File: config.mk
export PLATFORM = sky130hd
export DESIGN_NAME = asi_alert_status
export DESIGN_NICKNAME = d
export VERILOG_FILES = /design/src/asi_pkg.sv /design/src/asi_alert_status.sv /design/src/asi_event_latch.sv
export SDC_FILE = /design/constraint.sdc
export NUM_CORES = 1
export LEC_CHECK = 0
export ABC_CLOCK_PERIOD_IN_PS = 2150
export BUFFER_PORTS_ARGS = -buffer_cell sky130_fd_sc_hd__buf_2
export CORE_MARGIN = 3
export CORE_UTILIZATION = 47
export DETAILED_ROUTE_END_ITERATION = 7
export GPL_TIMING_DRIVEN = 0
export PLACE_DENSITY = 0.66
export SYNTH_ARGS = -nofsm -noshare
export SYNTH_HDL_FRONTEND = slang
export SYNTH_HIERARCHICAL = 1
export SYNTH_SLANG_ARGS = --single-unit
File: constraint.sdc
create_clock -name clk -period 2.15 [get_ports clk]
set_input_delay 0.215 -clock clk [delete_from_list [all_inputs] [get_ports clk]]
set_output_delay 0.215 -clock clk [all_outputs]
set_load 0.03 [all_outputs]
File: src/asi_pkg.sv
// Constants, field positions and carrier types of the alert and status block.
package asi_pkg;

    // Register offsets, reached through the pointer byte of a bus write.
    localparam logic [7:0] OFF_STATUS     = 8'h00;
    localparam logic [7:0] OFF_EVENTS     = 8'h01;
    localparam logic [7:0] OFF_MASK       = 8'h02;

    // Writing this code to the event register clears every latched bit.
    localparam logic [7:0] EVT_CLEAR_CODE = 8'hee;

    // Default bus address of the device; the value is arbitrary.
    localparam logic [6:0] DEV_ADDR_DEF   = 7'h2a;

    // Live status bit positions.
    localparam int ST_POWER_GOOD = 7;
    localparam int ST_TSD        = 6;
    localparam int ST_WARN       = 5;
    localparam int ST_REG_MODE   = 4;

    // Latched event bit positions.
    localparam int EV_TSD_ENTRY  = 7;
    localparam int EV_WARN_ENTRY = 6;
    localparam int EV_CL_ENTRY   = 5;
    localparam int EV_CL_EXIT    = 4;
    localparam int EV_UV         = 3;
    localparam int EV_TSD_EXIT   = 2;
    localparam int EV_WARN_EXIT  = 1;
    localparam int EV_PG_RISE    = 0;

    // Alert mask bit positions, width and reset value.
    localparam int MK_TSD  = 4;
    localparam int MK_WARN = 3;
    localparam int MK_CL   = 2;
    localparam int MK_UV   = 1;
    localparam int MK_PG   = 0;
    localparam int MASK_W  = 5;
    localparam logic [MASK_W-1:0] MASK_RESET = 5'h00;

    // Live converter conditions sampled by the block.
    typedef struct packed {
        logic power_good;
        logic thermal_shutdown;
        logic thermal_warning_state;
        logic regulation_mode_flag;
        logic over_current;
        logic undervoltage;
        logic hiccup_recovery;
    } asi_cond_t;

    // One register write decoded from the bus.
    typedef struct packed {
        logic       en;
        logic [7:0] addr;
        logic [7:0] data;
    } asi_wr_t;

    typedef enum {
        S_IDLE, S_ADDR, S_ADDR_ACK, S_PTR, S_PTR_ACK,
        S_WDATA, S_WDATA_ACK, S_RDATA, S_RDATA_ACK
    } asi_bus_state_t;

endpackage

File: src/asi_alert_status.sv
// Status, event latch, alert mask and bus slave of the converter host port.
// Notes on behaviour
// - Status bit 7 shows output power good.
// - Status bit 6 shows thermal shutdown state.
// - Status bit 5 shows thermal warning state.
// - Status bit 4: zero voltage, one current mode.
// - Status bits are live, never latched.
// - Events stick; writing 0xee clears them all.
// - Event 7 on thermal shutdown entry, masked by bit 4.
// - Event 6 on warning entry, above 120 C.
// - Event 5 on entering current limiting.
// - Event 4 on leaving limit, not hiccup.
// - Event 3 on output undervoltage.
// - Event 2 on thermal shutdown exit.
// - Event 1 when warning ends below 100 C.
// - Event 0 on power good rising.
// - Mask bit 4 gates shutdown events off alert.
// - Mask bit 3 gates warning events off alert.
// - Mask bit 2 gates both current limit events.
// - Mask bit 1 gates undervoltage events off alert.
// - Mask bit 0 gates power good events.
module asi_alert_status
    import asi_pkg::*;
(
    input  wire logic      clk,
    input  wire logic      resetn,
    input  wire asi_cond_t cond,
    input  wire logic      scl_i,
    input  wire logic      sda_i,
    output logic           sda_o,
    output logic           sda_oe_n,
    output logic           alert_n
);

    logic           rst_meta;
    logic           rst_n;
    asi_cond_t      cond_q;
    asi_cond_t      cond_p;
    logic [MASK_W-1:0] mask;
    logic [7:0]     events;
    logic           scl_q;
    logic           sda_q;
    logic           scl_p;
    logic           sda_p;
    asi_bus_state_t state;
    asi_bus_state_t next_state;
    logic [2:0]     bits;
    logic [2:0]     next_bits;
    logic [7:0]     shreg;
    logic [7:0]     next_shreg;
    logic [7:0]     tx;
    logic [7:0]     next_tx;
    logic [7:0]     ptr;
    logic [7:0]     next_ptr;
    logic           rw;
    logic           next_rw;
    logic           drive;
    logic           next_drive;
    logic           full;
    logic           next_full;
    logic           mack;
    logic           next_mack;
    asi_wr_t        wr;

    wire logic       scl_rise;
    wire logic       scl_fall;
    wire logic       start_det;
    wire logic       stop_det;
    wire logic       mask_wr;
    wire logic       evt_clear;
    wire logic       cl_now;
    wire logic       cl_prev;
    wire logic [7:0] status_byte;
    wire logic [7:0] rd_data;
    wire logic [7:0] trig;
    wire logic [7:0] gate;

    // Reset is released through two flops so every flop leaves it together.
    always_ff @(posedge clk or negedge resetn) begin
        if (!resetn) begin
            rst_meta <= 1'b0;
            rst_n    <= 1'b0;
        end else begin
            rst_meta <= 1'b1;
            rst_n    <= rst_meta;
        end
    end

    // Conditions are sampled, then kept one more cycle for edge detection.
    always_ff @(posedge clk or negedge rst_n) begin
        if (!rst_n) begin
            cond_q <= '0;
            cond_p <= '0;
        end else begin
            cond_q <= cond;
            cond_p <= cond_q;
        end
    end

    // Live status follows the sampled conditions with no latching.
    assign status_byte[ST_POWER_GOOD] = cond_q.power_good;
    assign status_byte[ST_TSD]  = cond_q.thermal_shutdown;
    assign status_byte[ST_WARN] = cond_q.thermal_warning_state;
    assign status_byte[ST_REG_MODE] = cond_q.regulation_mode_flag;
    assign status_byte[3:0] = 4'h0;

    // Event triggers are edges of the sampled conditions.
    assign cl_now  = cond_q.regulation_mode_flag | cond_q.over_current;
    assign cl_prev = cond_p.regulation_mode_flag | cond_p.over_current;
    assign trig[EV_TSD_ENTRY] = cond_q.thermal_shutdown
                              & ~cond_p.thermal_shutdown;
    assign trig[EV_WARN_ENTRY] = cond_q.thermal_warning_state
                               & ~cond_p.thermal_warning_state;
    assign trig[EV_CL_ENTRY] = cl_now & ~cl_prev;
    // A restart out of hiccup is not a recovery from limiting.
    assign trig[EV_CL_EXIT] = ~cond_q.regulation_mode_flag
                            & cond_p.regulation_mode_flag
                            & ~cond_q.hiccup_recovery;
    assign trig[EV_UV] = cond_q.undervoltage & ~cond_p.undervoltage;
    assign trig[EV_TSD_EXIT] = ~cond_q.thermal_shutdown
                             & cond_p.thermal_shutdown;
    assign trig[EV_WARN_EXIT] = ~cond_q.thermal_warning_state
                              & cond_p.thermal_warning_state;
    assign trig[EV_PG_RISE] = cond_q.power_good
                            & ~cond_p.power_good;

    // Only the exact clear code clears; other event writes are ignored.
    assign evt_clear = wr.en && (wr.addr == OFF_EVENTS)
                    && (wr.data == EVT_CLEAR_CODE);
    assign mask_wr = wr.en && (wr.addr == OFF_MASK);

    asi_event_latch u_latch (
        .clk       (clk),
        .rst_n     (rst_n),
        .set_pulse (trig),
        .clear     (evt_clear),
        .latched   (events)
    );

    // Mask bits reach only the alert path, never the event bits.
    assign gate[EV_TSD_ENTRY]  = mask[MK_TSD];
    assign gate[EV_TSD_EXIT]   = mask[MK_TSD];
    assign gate[EV_WARN_ENTRY] = mask[MK_WARN];
    assign gate[EV_WARN_EXIT]  = mask[MK_WARN];
    assign gate[EV_CL_ENTRY]   = mask[MK_CL];
    assign gate[EV_CL_EXIT]    = mask[MK_CL];
    assign gate[EV_UV]         = mask[MK_UV];
    assign gate[EV_PG_RISE]    = mask[MK_PG];

    // Mask register; reserved upper bits are dropped on write.
    always_ff @(posedge clk or negedge rst_n) begin
        if (!rst_n) begin
            mask <= MASK_RESET;
        end else if (mask_wr) begin
            mask <= wr.data[MASK_W-1:0];
        end
    end

    // Alert pin is active low and released once no unmasked event remains.
    always_ff @(posedge clk or negedge rst_n) begin
        if (!rst_n) begin
            alert_n <= 1'b1;
        end else begin
            alert_n <= ~|(events & ~gate);
        end
    end

    // Read data for the byte addressed by the pointer; unmapped reads zero.
    assign rd_data = (ptr == OFF_STATUS) ? status_byte :
                     (ptr == OFF_EVENTS) ? events :
                     (ptr == OFF_MASK)   ? {3'h0, mask} : 8'h00;

    // Bus lines are sampled once; the previous sample gives the edges.
    assign scl_rise  = scl_q & ~scl_p;
    assign scl_fall  = ~scl_q & scl_p;
    assign start_det = scl_q & scl_p & sda_p & ~sda_q;
    assign stop_det  = scl_q & scl_p & ~sda_p & sda_q;

    // Byte engine: address, pointer, then write bytes or read bytes.
    // The slave only changes the data line after a clock fall, so its own
    // drive can never look like a start or stop to the detectors.
    always_comb begin
        next_state = state;
        next_bits  = bits;
        next_shreg = shreg;
        next_tx    = tx;
        next_ptr   = ptr;
        next_rw    = rw;
        next_drive = drive;
        next_full  = full;
        next_mack  = mack;
        wr         = '0;
        if (start_det) begin
            next_state = S_ADDR;
            next_bits  = 3'd0;
            next_full  = 1'b0;
            next_drive = 1'b0;
        end else if (stop_det) begin
            next_state = S_IDLE;
            next_drive = 1'b0;
        end else begin
            case (state)
                S_ADDR, S_PTR, S_WDATA: begin
                    if (scl_rise) begin
                        next_shreg = {shreg[6:0], sda_q};
                        next_bits  = bits + 3'd1;
                        next_full  = (bits == 3'd7);
                    end else if (scl_fall && full) begin
                        next_full  = 1'b0;
                        next_drive = 1'b1;
                        if (state == S_ADDR) begin
                            if (shreg[7:1] == DEV_ADDR_DEF) begin
                                next_rw    = shreg[0];
                                next_state = S_ADDR_ACK;
                            end else begin
                                next_drive = 1'b0;
                                next_state = S_IDLE;
                            end
                        end else if (state == S_PTR) begin
                            next_ptr   = shreg;
                            next_state = S_PTR_ACK;
                        end else begin
                            wr.en      = 1'b1;
                            wr.addr    = ptr;
                            wr.data    = shreg;
                            next_ptr   = ptr + 8'h01;
                            next_state = S_WDATA_ACK;
                        end
                    end
                end
                S_ADDR_ACK: begin
                    if (scl_fall) begin
                        next_bits = 3'd0;
                        if (rw) begin
                            next_tx    = rd_data;
                            next_ptr   = ptr + 8'h01;
                            next_drive = ~rd_data[7];
                            next_state = S_RDATA;
                        end else begin
                            next_drive = 1'b0;
                            next_state = S_PTR;
                        end
                    end
                end
                S_PTR_ACK, S_WDATA_ACK: begin
                    if (scl_fall) begin
                        next_drive = 1'b0;
                        next_bits  = 3'd0;
                        next_state = S_WDATA;
                    end
                end
                S_RDATA: begin
                    if (scl_fall) begin
                        if (bits == 3'd7) begin
                            next_drive = 1'b0;
                            next_state = S_RDATA_ACK;
                        end else begin
                            next_tx    = {tx[6:0], 1'b0};
                            next_drive = ~tx[6];
                        end
                        next_bits = bits + 3'd1;
                    end
                end
                S_RDATA_ACK: begin
                    if (scl_rise) begin
                        next_mack = ~sda_q;
                    end else if (scl_fall) begin
                        if (mack) begin
                            next_tx    = rd_data;
                            next_ptr   = ptr + 8'h01;
                            next_drive = ~rd_data[7];
                            next_state = S_RDATA;
                        end else begin
                            next_state = S_IDLE;
                        end
                    end
                end
                default: begin
                    next_state = state;
                end
            endcase
        end
    end

    // Bus pin samples.
    always_ff @(posedge clk or negedge rst_n) begin
        if (!rst_n) begin
            scl_q <= 1'b1;
            sda_q <= 1'b1;
            scl_p <= 1'b1;
            sda_p <= 1'b1;
        end else begin
            scl_q <= scl_i;
            sda_q <= sda_i;
            scl_p <= scl_q;
            sda_p <= sda_q;
        end
    end

    // Byte engine state.
    always_ff @(posedge clk or negedge rst_n) begin
        if (!rst_n) begin
            state <= S_IDLE;
            bits  <= 3'd0;
            shreg <= 8'h00;
            tx    <= 8'h00;
            ptr   <= 8'h00;
            rw    <= 1'b0;
            drive <= 1'b0;
            full  <= 1'b0;
            mack  <= 1'b0;
        end else begin
            state <= next_state;
            bits  <= next_bits;
            shreg <= next_shreg;
            tx    <= next_tx;
            ptr   <= next_ptr;
            rw    <= next_rw;
            drive <= next_drive;
            full  <= next_full;
            mack  <= next_mack;
        end
    end

    // Open-drain data line: the enable is low only while pulling low.
    always_ff @(posedge clk or negedge rst_n) begin
        if (!rst_n) begin
            sda_o    <= 1'b0;
            sda_oe_n <= 1'b1;
        end else begin
            sda_o    <= 1'b0;
            sda_oe_n <= ~next_drive;
        end
    end
endmodule

File: src/asi_event_latch.sv
// Sticky event bits with a common clear; a new event beats the clear.
module asi_event_latch
    import asi_pkg::*;
(
    input  wire logic       clk,
    input  wire logic       rst_n,
    input  wire logic [7:0] set_pulse,
    input  wire logic       clear,
    output logic      [7:0] latched
);

    // Each bit holds until the clear code arrives; set wins the tie.
    for (genvar i = 0; i < 8; i++) begin : g_bit
        always_ff @(posedge clk or negedge rst_n) begin
            if (!rst_n) begin
                latched[i] <= 1'b0;
            end else if (set_pulse[i]) begin
                latched[i] <= 1'b1;
            end else if (clear) begin
                latched[i] <= 1'b0;
            end
        end
    end
endmodule

==> summary.txt, run 1 <==
Run status
  – Status: finished, violations left
  – Failing checks: setup timing

GRT
  – Initial antenna violation count: 0
  – Vias in the first global route: 2584
  – GRT overflow: 0
  – Total GRT Usage: 0.1918
  – Pin count of the biggest net entering global routing: 67
  – Global-route wire length before repair: 12.73 mm

Timing
  – Final period util: 1.035
  – Final-report setup violation count: 6
  – Rel. slew slack: 0.4500
  – Setup TNS: -0.3413 ns
  – Hold Fails Final Rpt: 0
  – Fmax: 449.6 MHz
  – Worst Hold Slack: 0.1744 ns
  – Max-slew violations: 0
  – PnR worst setup slack: -0.07436 ns
  – Clock period minus worst slack: 2.224 ns
  – RSZ-0062 raised after global routing: true
  – Worst-Margin Slew: 0.8250 ns
  – Skew final: 0.008425 ns

Synth
  – Main combinational cell family by area after synthesis: simple AND/OR/NAND/NOR gates
  – Top FF cell, synth: dfrtp_1
  – Post-synth ARST share: 1.000
  – Post-Synth XOR/XNOR Area: 0.007681
  – Mux cell area share after synthesis: 0.05852
  – Syn nets: 350
  – Post-Syn Area: 3421 sq um
  – Synthesis Warnings: 6
  – Adder-Cell Fraction of Synth Area: 0.02195
  – Sequential fraction of the synthesis area: 0.4996
  – Library cells used by synthesis: 63
  – Compound-Gate Fraction of Synth Area: 0.1646
  – Synthesis-stage register bit count: 68
  – Synth Instances: 333
  – Post-Synth Simple-Gate Area: 0.2092
  – Syn_area_per_cell: 10.27 sq um
  – Number of synthesized flops with an enable pin: 0

Cells and area
  – Diode count: 0
  – Area Overhead vs Synth: 21.58%
  – Fraction of layout cells with a size suffix above 1: 0.2950
  – Commonest cells after routing, fill and taps aside: dfrtp_1, nand2_1, nor2_1, a21oi_1
  – Commonest non-fill, non-tap cell in the layout: dfrtp_1
  – NumNets Final: 395
  – Final core utilization: 0.6022
  – Finished Layout Cells: 479

Routing
  – WL final: 7.470 mm
  – Antenna Violating Nets Remaining: 0
  – DR iter-0 viols: 218
  – DRC viols: 0
  – Wire length per cell: 15.59 um
  – Vias: 2667
  – Drt first pass iters: 6
  – Via density: 5.568

Critical path
  – CP Max Fanout: 5
  – Worst stage delay on the critical path: 0.54 ns
  – CP Cell Sequence: or4_4 > or3_4 > nor4b_4 > buf_4 > mux2_2
  – Worst setup SP type: flip-flop
  – Crit-path slowest cell: or4_4
  – Critical Path RT: 2.37 ns
  – Reg2reg path depth: 5
  – Classification of the worst setup path: flip-flop to flip-flop
  – CP Capture Type: flip-flop
  – CP arrival: 2.45 ns

Clock tree
  – Clock-pin slew on the worst setup and hold paths: 0.08 ns
  – Skew-Pair Late Insertion Delay: 0.34 ns
  – Num CTS Buffers: 9
  – CTS tree: yes
  – CTS sink cnt: 68
  – CTS Buffer Depth: 2
  – H-tree levels: 3
  – CTS Root Buffer Type: clkbuf_8

Floorplan
  – Core area: 6907 sq um
  – Full die area: 8338 sq um
  – Die height: 91.31 um
  – Initial Utilization: 0.4953
  – Row count: 30
  – Die Width: 91.31 um
  – Top Ports: 14

Power and ir drop
  – Overall Power: 4.948 mW
  – Leakage power: 1.739 nW
  – Int Pwr: 3.031 mW
  – Maximum vdd drop: 0.0006102 V
  – Clock power frac: 0.206
  – Power density cells: 1190 nW/um^2
  – Psw: 1.917 mW
  – Proportion of power drawn by flip-flops and latches: 0.390
  – Sw frac: 0.3874
  – Power share of the combinational group: 0.404

Placement
  – Placed Cells: 441
  – Dpl hpwl: 5.042 mm
  – Routability-driven placement congestion ratio: 0.9233
  – IO Port Bufs: 12

Run
  – Max-cap violations: 0

Worst hold path
  – Worst Hold Class: primary input to async pin
-- final timing paths --
check | startpoint | endpoint | slack, ns
max | ptr[7] | mask[3] | -0.07
min | resetn | rst_meta | 0.17
max reg2reg | ptr[7] | mask[3] | -0.07
min reg2reg | rst_meta | rst_n | 0.36
max in group asynchronous | rst_n | ptr[1] | 1.13
min in group clk | rst_meta | rst_n | 0.36
-- area by class of cell --
type / instances / area [sq um]
Buffer: 14 / 75.07
Sequential cell: 68 / 1717
Fill cell: 605 / 2748
Clock buffer: 9 / 123.9
Tap cell: 96 / 120.1
Clock inverter: 7 / 67.56
Timing Repair Buffer: 37 / 272.8
Multi-Input combinational cell: 237 / 1737
Inverter: 11 / 46.29
-- logic make-up (layout without fill, tap and decap cells) --
| family | Yosys count | count (layout) |
|---|---|---|
| AOI/OAI and AO/OA | 83 | 83 |
| xor gates and xnor gates | 3 | 3 |
| adders and majority gates | 6 | 6 |
| buffers and inverters | 28 | 78 |
| DFF | 68 | 68 |
| muxes | 18 | 18 |
| other | 2 | 2 |
| and+or+nand+nor | 125 | 125 |
-- per-layer routing --
metal / GRT usage / routed length, um / share of wire
met3: 0.04640 / 362 / 0.048
met1: 0.2760 / 3552 / 0.48
met2: 0.2833 / 3464 / 0.46
met4: 0.06533 / 91 / 0.012
met5: 0 / 0 / 0
-- sequential cells by signal (all words and copies together) (netlist names), 3 cells and up --
name and count:
bits 3, cond_p 6, cond_q 7, mask 5
ptr 8, shreg 8, state 4, tx 7
u_latch/latched 8
-- power by group through the flow --
stage	Clock [mW]	Sequential [mW]	Combinational (mW)
3_3_place_gp	0	1.94	1.61
4_1_cts	1.05	1.94	1.85
3_5_place_dp	0	1.95	1.64
2_1_floorplan	0	1.85	1.31
5_1_grt	1.10	1.99	2.21
6_report	1.02	1.93	2.00
-- worst max-delay path, delay by kind of cell, from the launching register on --
kind / cells / cell delay, ns
flops: 1 / 0.39
mux: 1 / 0.33
buf+inv: 1 / 0.18
simple gates: 3 / 1.21
-- synth_stat cells, types with 3 or more instances --
| cell | n | area share |
|---|---|---|
| nand2b_1 | 9 | 0.016 |
| nand2_1 | 28 | 0.031 |
| mux2_2 | 16 | 0.053 |
| o21a_1 | 3 | 0.0066 |
| nand4_1 | 6 | 0.011 |
| a31oi_1 | 8 | 0.015 |
| nand3b_1 | 4 | 0.0088 |
| nand3_1 | 12 | 0.018 |
| dfstp_2 | 6 | 0.046 |
| ha_1 | 6 | 0.022 |
| or3_1 | 4 | 0.0073 |
| a21oi_1 | 19 | 0.028 |
| nor2b_1 | 12 | 0.022 |
| nor2_1 | 20 | 0.022 |
| inv_1 | 10 | 0.011 |
| buf_2 | 5 | 0.0073 |
| clkbuf_1 | 9 | 0.0099 |
| o21ai_0 | 12 | 0.018 |
| a21o_1 | 9 | 0.020 |
| nor3_1 | 5 | 0.0073 |
| o22ai_1 | 5 | 0.0091 |
| dfrtp_1 | 62 | 0.45 |
| nor4_1 | 4 | 0.0073 |
| a32o_1 | 4 | 0.012 |
| a211oi_1 | 3 | 0.0066 |
-- per-stage QoR --
| stage | cell area [sq um] | setup slack (ns) |
|---|---|---|
| global route | 4159 | -0.1209 |
| finish | 4159 | -0.07436 |
| CTS | 4044 | -0.1086 |
| detailed placement | 3605 | -0.3901 |
| floorplan | 3421 | 0.005559 |
| global placement | 3601 | -0.5767 |
-- repair_timing --
item	CTS	global route
endpoints found under the hold margin	11	0
setup buffers	8	7
hold buffers	10	0
pin swaps	4	11
endpoints found under the setup margin	37	34
resized for setup	24	21
Power figures use the tool's default switching activity.
==> run 2, diff against run 1 <==
Settings changed: SKIP_LAST_GASP set to 1.
==> run 2 against run 1 <==
Against the previous run:
- the run still ends with setup timing left
- sequential power is essentially flat
- combinational power grew 5%
- worst setup slack lost 0.015 ns
- final area grew 3.4%
- clock-buffer cell count is the same
- cell count grew 2.5%
- clock skew grew 0.0035 ns
- critical path depth is the same
- fmax shrank 0.67%
- total power grew 2.5%
- global-route usage shrank 0.11 points
- register-to-register slack is essentially flat
- critical path type unchanged
- critical endpoint unchanged
==> summary.txt, run 2 (same netlist as run 1, synthesis figures left out) <==
Run status
  – Status: finished, violations left
  – Failing checks: setup timing

Timing
  – Clock period minus worst slack: 2.239 ns (+0.01500 ns)
  – Worst-Margin Slew: 0.8264 ns (+0.001355 ns)
  – PnR worst setup slack: -0.08936 ns (-0.01500 ns)
  – Max-slew violations: 0 (unchanged)
  – Setup TNS: -0.7584 ns (-0.4171 ns)
  – Rel. slew slack: 0.4491 (-0.0009030)
  – Skew final: 0.01191 ns (+0.003489 ns)
  – RSZ-0062 raised after global routing: true
  – Fmax: 446.6 MHz (-0.67%)
  – Final period util: 1.042 (+0.006975)
  – Hold Fails Final Rpt: 0 (unchanged)
  – Final-report setup violation count: 15 (+9)
  – Worst Hold Slack: 0.1695 ns (-0.004878 ns)

Routing
  – Vias: 2758 (+3.4%)
  – DRC viols: 0 (unchanged)
  – Met3 wire len: 318 um (-12%)
  – Drt first pass iters: 4 (-2)
  – WL final: 7.616 mm (+2.0%)
  – Routed wl met2: 3.526 mm (+1.8%)
  – Antenna Violating Nets Remaining: 0 (unchanged)
  – Top routing layer in use: met4
  – Wire length on met1: 3.662 mm (+3.1%)
  – Via density: 5.617 (+0.88%)
  – DR iter-0 viols: 222 (+1.8%)
  – Wire length per cell: 15.51 um (-0.54%)

Power and ir drop
  – Power share of the combinational group: 0.416 (+0.012)
  – Overall Power: 5.073 mW (+2.5%)
  – Sw frac: 0.3873 (about the same)
  – Proportion of power drawn by flip-flops and latches: 0.381 (-0.009)
  – Int Pwr: 3.108 mW (+2.5%)
  – Leakage power: 1.808 nW (+4.0%)
  – Clock power frac: 0.203 (-0.003)
  – Maximum vdd drop: 0.0006085 V (-0.27%)
  – Power density cells: 1180 nW/um^2 (-0.85%)
  – Psw: 1.965 mW (+2.5%)

Clock tree
  – CTS sink cnt: 68 (unchanged)
  – Num CTS Buffers: 9 (unchanged)
  – H-tree levels: 3 (unchanged)
  – CTS Root Buffer Type: clkbuf_8
  – CTS Buffer Depth: 2 (unchanged)
  – Skew-Pair Late Insertion Delay: 0.35 ns (about the same)
  – CTS tree: yes
  – Clock-pin slew on the worst setup and hold paths: 0.07 ns (about the same)

GRT
  – Initial antenna violation count: 0 (unchanged)
  – Global-route wire length before repair: 12.65 mm (-0.60%)
  – GRT overflow: 0 (unchanged)
  – Total GRT Usage: 0.1908 (-0.001061)
  – Vias in the first global route: 2561 (-0.89%)
  – Pin count of the biggest net entering global routing: 67 (unchanged)

Critical path
  – CP Max Fanout: 5 (unchanged)
  – Reg2reg path depth: 5 (unchanged)
  – Reg2reg start: ptr[2]
  – Critical Path RT: 2.38 ns (about the same)
  – Classification of the worst setup path: flip-flop to flip-flop
  – R2r setup slk: -0.09 ns (about the same)
  – CP arrival: 2.47 ns (+0.02 ns)
  – Worst flop-to-flop path endpoint: mask[3]
  – Worst setup SP type: flip-flop
  – CP Capture Type: flip-flop

Floorplan
  – Top Ports: 14 (unchanged)
  – Row count: 30 (unchanged)
  – Full die area: 8338 sq um (unchanged)
  – Die height: 91.31 um (unchanged)
  – Initial Utilization: 0.4953 (unchanged)
  – Core area: 6907 sq um (unchanged)
  – Die Width: 91.31 um (unchanged)

Placement
  – Routability-driven placement congestion ratio: 0.9233 (unchanged)
  – IO Port Bufs: 12 (unchanged)
  – Pre-CTS setup slack: -0.3901 ns (unchanged)
  – Dpl hpwl: 5.042 mm (unchanged)

Cells and area
  – NumNets Final: 407 (+3.0%)
  – Area Overhead vs Synth: 25.71%
  – Fraction of layout cells with a size suffix above 1: 0.3316 (+0.03661)
  – Diode count: 0 (unchanged)
  – Top flop regs: ptr (8), shreg (8), u_latch/latched (8)
  – Commonest non-fill, non-tap cell in the layout: dfrtp_1
  – Commonest cells after routing, fill and taps aside: dfrtp_1, buf_4, nand2_1

Run
  – Max-cap violations: 0 (unchanged)

Worst hold path
  – Worst Hold Class: primary input to async pin
-- run 2: cell types whose count changed in the layout (fill, tap and decap cells not counted), moves of 2 or more --
| cell | delta |
|---|---|
| buf_2 | -2 |
| mux2_4 | +4 |
| buf_4 | +12 |
| mux2_2 | -4 |
| buf_6 | +3 |
-- run 2: timing repair --
| action | in CTS | in global routing |
|---|---|---|
| pin swaps | 4 | 16 |
| gates cloned | 0 | 0 |
| resized for setup | 16 | 48 |
| hold endpoints to repair | 11 | 0 |
| hold buffers | 10 | 0 |
| setup buffers | 8 | 19 |
| setup endpoints to repair | 37 | 34 |
-- run 2: area by class of cell --
type	instances	area, sq um
Buffer	14	87.58
Clock buffer	9	123.9
Clock inverter	7	67.56
Fill cell	580	2606
Inverter	11	46.29
Multi-Input combinational cell	237	1772
Sequential cell	68	1717
Tap cell	96	120.1
Timing Repair Buffer	49	366.6
-- run 2: critical path, cell delays in order (launching register included) --
cell     delay, ns
dfrtp_2       0.41
or4_4         0.54
or3_4         0.46
nor4b_4       0.24
buf_6         0.17
mux2_4        0.30
-- run 2: how the worst max path moves through the flow --
stage,end,slack (ns),startpoint
4_1_cts,mask[3],-0.11,ptr[7]
3_3_place_gp,full,-0.58,rst_n
2_1_floorplan,mask[0],0.006,ptr[6]
5_1_grt,mask[3],-0.14,ptr[2]
6_report,mask[3],-0.09,ptr[2]
3_5_place_dp,sda_oe_n,-0.39,ptr[0]
-- run 2: per-stage QoR --
step | area [sq um] | cells | utilization
2_1_floorplan | 3421 | 333 | -
3_3_place_gp | 3601 | 441 | 0.5214
3_5_place_dp | 3605 | 441 | 0.5219
4_1_cts | 4011 | 474 | 0.5808
5_1_grt | 4300 | 491 | 0.6226
6_report | 4300 | 491 | 0.6226
-- run 2: routing by layer --
| metal | global-route usage | vias to the layer above |
|---|---|---|
| li1 | - | 1323 |
| met4 | 0.06533 | 0 |
| met3 | 0.04225 | 12 |
| met2 | 0.2814 | 75 |
| met5 | 0 | - |
| met1 | 0.2771 | 1348 |
-- run 2: power by group through the flow --
stage / combinational (mW) / clock, mW / sequential [mW]
floorplan: 1.31 / 0 / 1.85
global placement: 1.61 / 0 / 1.94
detailed placement: 1.64 / 0 / 1.95
CTS: 1.83 / 1.05 / 1.94
global route: 2.33 / 1.10 / 1.99
finish: 2.11 / 1.03 / 1.93
==> run 3, diff against run 2 <==
Settings changed: CORE_ASPECT_RATIO set to 1.75.
==> run 3 against run 2 <==
Against the previous run:
- the run still ends with setup timing left
- global-route usage up 2.1 points
- final area down 1.3%
- non-clock buffer count down 19
- register-to-register slack better by 0.04 ns
- critical path type unchanged
- routed wire length up 6.3%
==> summary.txt, run 3 (same netlist as run 1, synthesis figures left out) <==
Timing
  – Hold Fails Final Rpt: 0 (unchanged)
  – Skew final: 0.005233 ns (-0.006680 ns)
  – Max-slew violations: 0 (unchanged)
  – Final-report setup violation count: 10 (-5)
  – RSZ-0062 raised after global routing: true
  – PnR worst setup slack: -0.04621 ns (+0.04314 ns)
  – Final period util: 1.021 (-0.02007)
  – Clock period minus worst slack: 2.196 ns (-0.04314 ns)
  – Setup TNS: -0.3181 ns (+0.4403 ns)
  – Rel. slew slack: 0.4404 (-0.008716)
  – Fmax: 455.3 MHz (+2.0%)
  – Worst-Margin Slew: 0.8395 ns (+0.01307 ns)

GRT
  – Routing usage on met1: 0.2331 (-0.04401)
  – Initial antenna violation count: 0 (unchanged)
  – M2 GR Usage: 0.3691 (+0.08771)
  – Vias in the first global route: 2839 (+11%)
  – Layer with the highest usage: met2
  – Pin count of the biggest net entering global routing: 67 (unchanged)
  – Total GRT Usage: 0.2118 (+0.02100)
  – GRT overflow: 0 (unchanged)
  – GR met3 Demand/Resource: 0.03970 (-0.002558)
  – Global-route wire length before repair: 13.74 mm (+8.6%)

Critical path
  – CP Max Fanout: 8 (+3)
  – Classification of the worst setup path: flip-flop to flip-flop
  – R2r setup slk: -0.05 ns (+0.04 ns)
  – Worst flop-to-flop path endpoint: u_latch/latched[7]
  – Reg2reg start: ptr[6]
  – CP arrival: 2.41 ns (-0.06 ns)
  – Critical Path RT: 2.37 ns (about the same)
  – Reg2reg path depth: 6 (+1)
  – Worst setup SP type: flip-flop
  – CP Capture Type: flip-flop

Floorplan
  – Die Width: 70.49 um (-23%)
  – Core area: 6957 sq um (+0.72%)
  – Top Ports: 14 (unchanged)
  – Row count: 40 (+33%)
  – Initial Utilization: 0.4917 (-0.003563)
  – Die height: 118.9 um (+30%)
  – Full die area: 8378 sq um (+0.49%)

Routing
  – WL final: 8.095 mm (+6.3%)
  – Antenna Violating Nets Remaining: 0 (unchanged)
  – Vias: 2674 (-3.0%)
  – DR iter-0 viols: 141 (-36%)
  – Wire length per cell: 17.60 um (+13%)
  – Via density: 5.813 (+3.5%)
  – Drt first pass iters: 4 (unchanged)
  – DRC viols: 0 (unchanged)

Cells and area
  – Commonest non-fill, non-tap cell in the layout: dfrtp_1
  – Commonest cells after routing, fill and taps aside: dfrtp_1, nand2_1, a21oi_1
  – Fill cells: 566 (-2.4%)
  – Top flop regs: ptr (8), shreg (8), u_latch/latched (8)
  – Fraction of layout cells with a size suffix above 1: 0.2846 (-0.04707)
  – NumNets Final: 388 (-4.7%)
  – Diode count: 0 (unchanged)
  – Finished Layout Cells: 460 (-6.3%)
  – Final core utilization: 0.6104 (-0.01221)
  – Design area: 4247 sq um (-1.3%)
  – Area Overhead vs Synth: 24.14%

Run status
  – Status: finished, violations left
  – Failing checks: setup timing

Placement
  – Placed instance area: 3590 sq um (-0.42%)
  – IO Port Bufs: 12 (unchanged)
  – Routability-driven placement congestion ratio: 0.8923 (-3.4%)
  – Dpl hpwl: 5.661 mm (+12%)
  – Placed Cells: 429 (-2.7%)

Clock tree
  – CTS sink cnt: 68 (unchanged)
  – CTS Buffer Depth: 2 (unchanged)
  – Skew-Pair Late Insertion Delay: 0.33 ns (-0.02 ns)
  – H-tree levels: 3 (unchanged)
  – CTS tree: yes
  – Clock-pin slew on the worst setup and hold paths: 0.06 ns (about the same)
  – Num CTS Buffers: 9 (unchanged)
  – CTS Root Buffer Type: clkbuf_16

Worst hold path
  – Hold path cells: 1
  – Worst Hold End: cond_q[0]
  – Worst Hold Class: primary input to flip-flop
  – Hold path startpoint: cond[0]

Power and ir drop
  – Overall Power: 5.458 mW (+7.6%)
  – Maximum vdd drop: 0.0005297 V (-13%)
  – Power density cells: 1285 nW/um^2 (+9.0%)
  – Leakage power: 1.784 nW (-1.4%)

Run
  – Max-cap violations: 0 (unchanged)
## run 3: worst max-delay path by stage
stage,start,to,slack (ns),depth (start not counted)
after floorplan,ptr[6],mask[0],0.006,5
after global placement,rst_n,u_latch/latched[5],-0.58,0
after detailed placement,ptr[0],sda_oe_n,-0.63,7
after CTS,ptr[2],u_latch/latched[7],-0.12,7
after global routing,ptr[6],u_latch/latched[2],-0.11,6
final,ptr[6],u_latch/latched[7],-0.05,6
## run 3: area by class of cell
class | instances | area [sq um] | share of cell area
multi-input cells | 237 | 1755 | 0.4134
flip-flops and latches | 68 | 1714 | 0.4037
clock buffers | 10 | 239.0 | 0.05628
repair buffers | 30 | 221.5 | 0.05215
well taps | 84 | 105.1 | 0.02475
clock inverters | 6 | 86.33 | 0.02033
plain buffers | 14 | 78.83 | 0.01856
inverters | 11 | 46.29 | 0.01090
## run 3: per-layer routing
metal  share of wire  up-vias
li1                -     1293
met1            0.39     1306
met2            0.54       48
met3           0.027       27
met4           0.045        0
met5               0        -
## run 3: critical path: stages (launching register included)
cell and delay [ns]:
dfrtp_1 0.39, or4_4 0.54, or3_4 0.41, nor4_4 0.29
and3_4 0.25, inv_6 0.05, a21o_1 0.16
## run 3: power breakdown
group,switching [mW],internal [mW],total [mW]
registers,0.369,1.59,1.96
clock network,0.534,1.05,1.58
logic,1.07,0.846,1.92
total,1.98,3.48,5.46
## run 3: repair_timing
action,4_1_cts,5_1_grt
resized for setup,31,22
endpoints found under the hold margin,10,0
endpoints found under the setup margin,37,34
pin swaps,13,5
setup buffers,7,2
hold buffers,9,0
## run 3: stage by stage
| stage | worst slack [ns] | hold slack, ns |
|---|---|---|
| after global placement | -0.5836 | 0.00006239 |
| after global routing | -0.1105 | 0.004121 |
| after detailed placement | -0.6327 | 0.0007084 |
| after CTS | -0.1222 | 0.005621 |
| final | -0.04621 | 0.01585 |
| after floorplan | 0.005559 | -0.08059 |
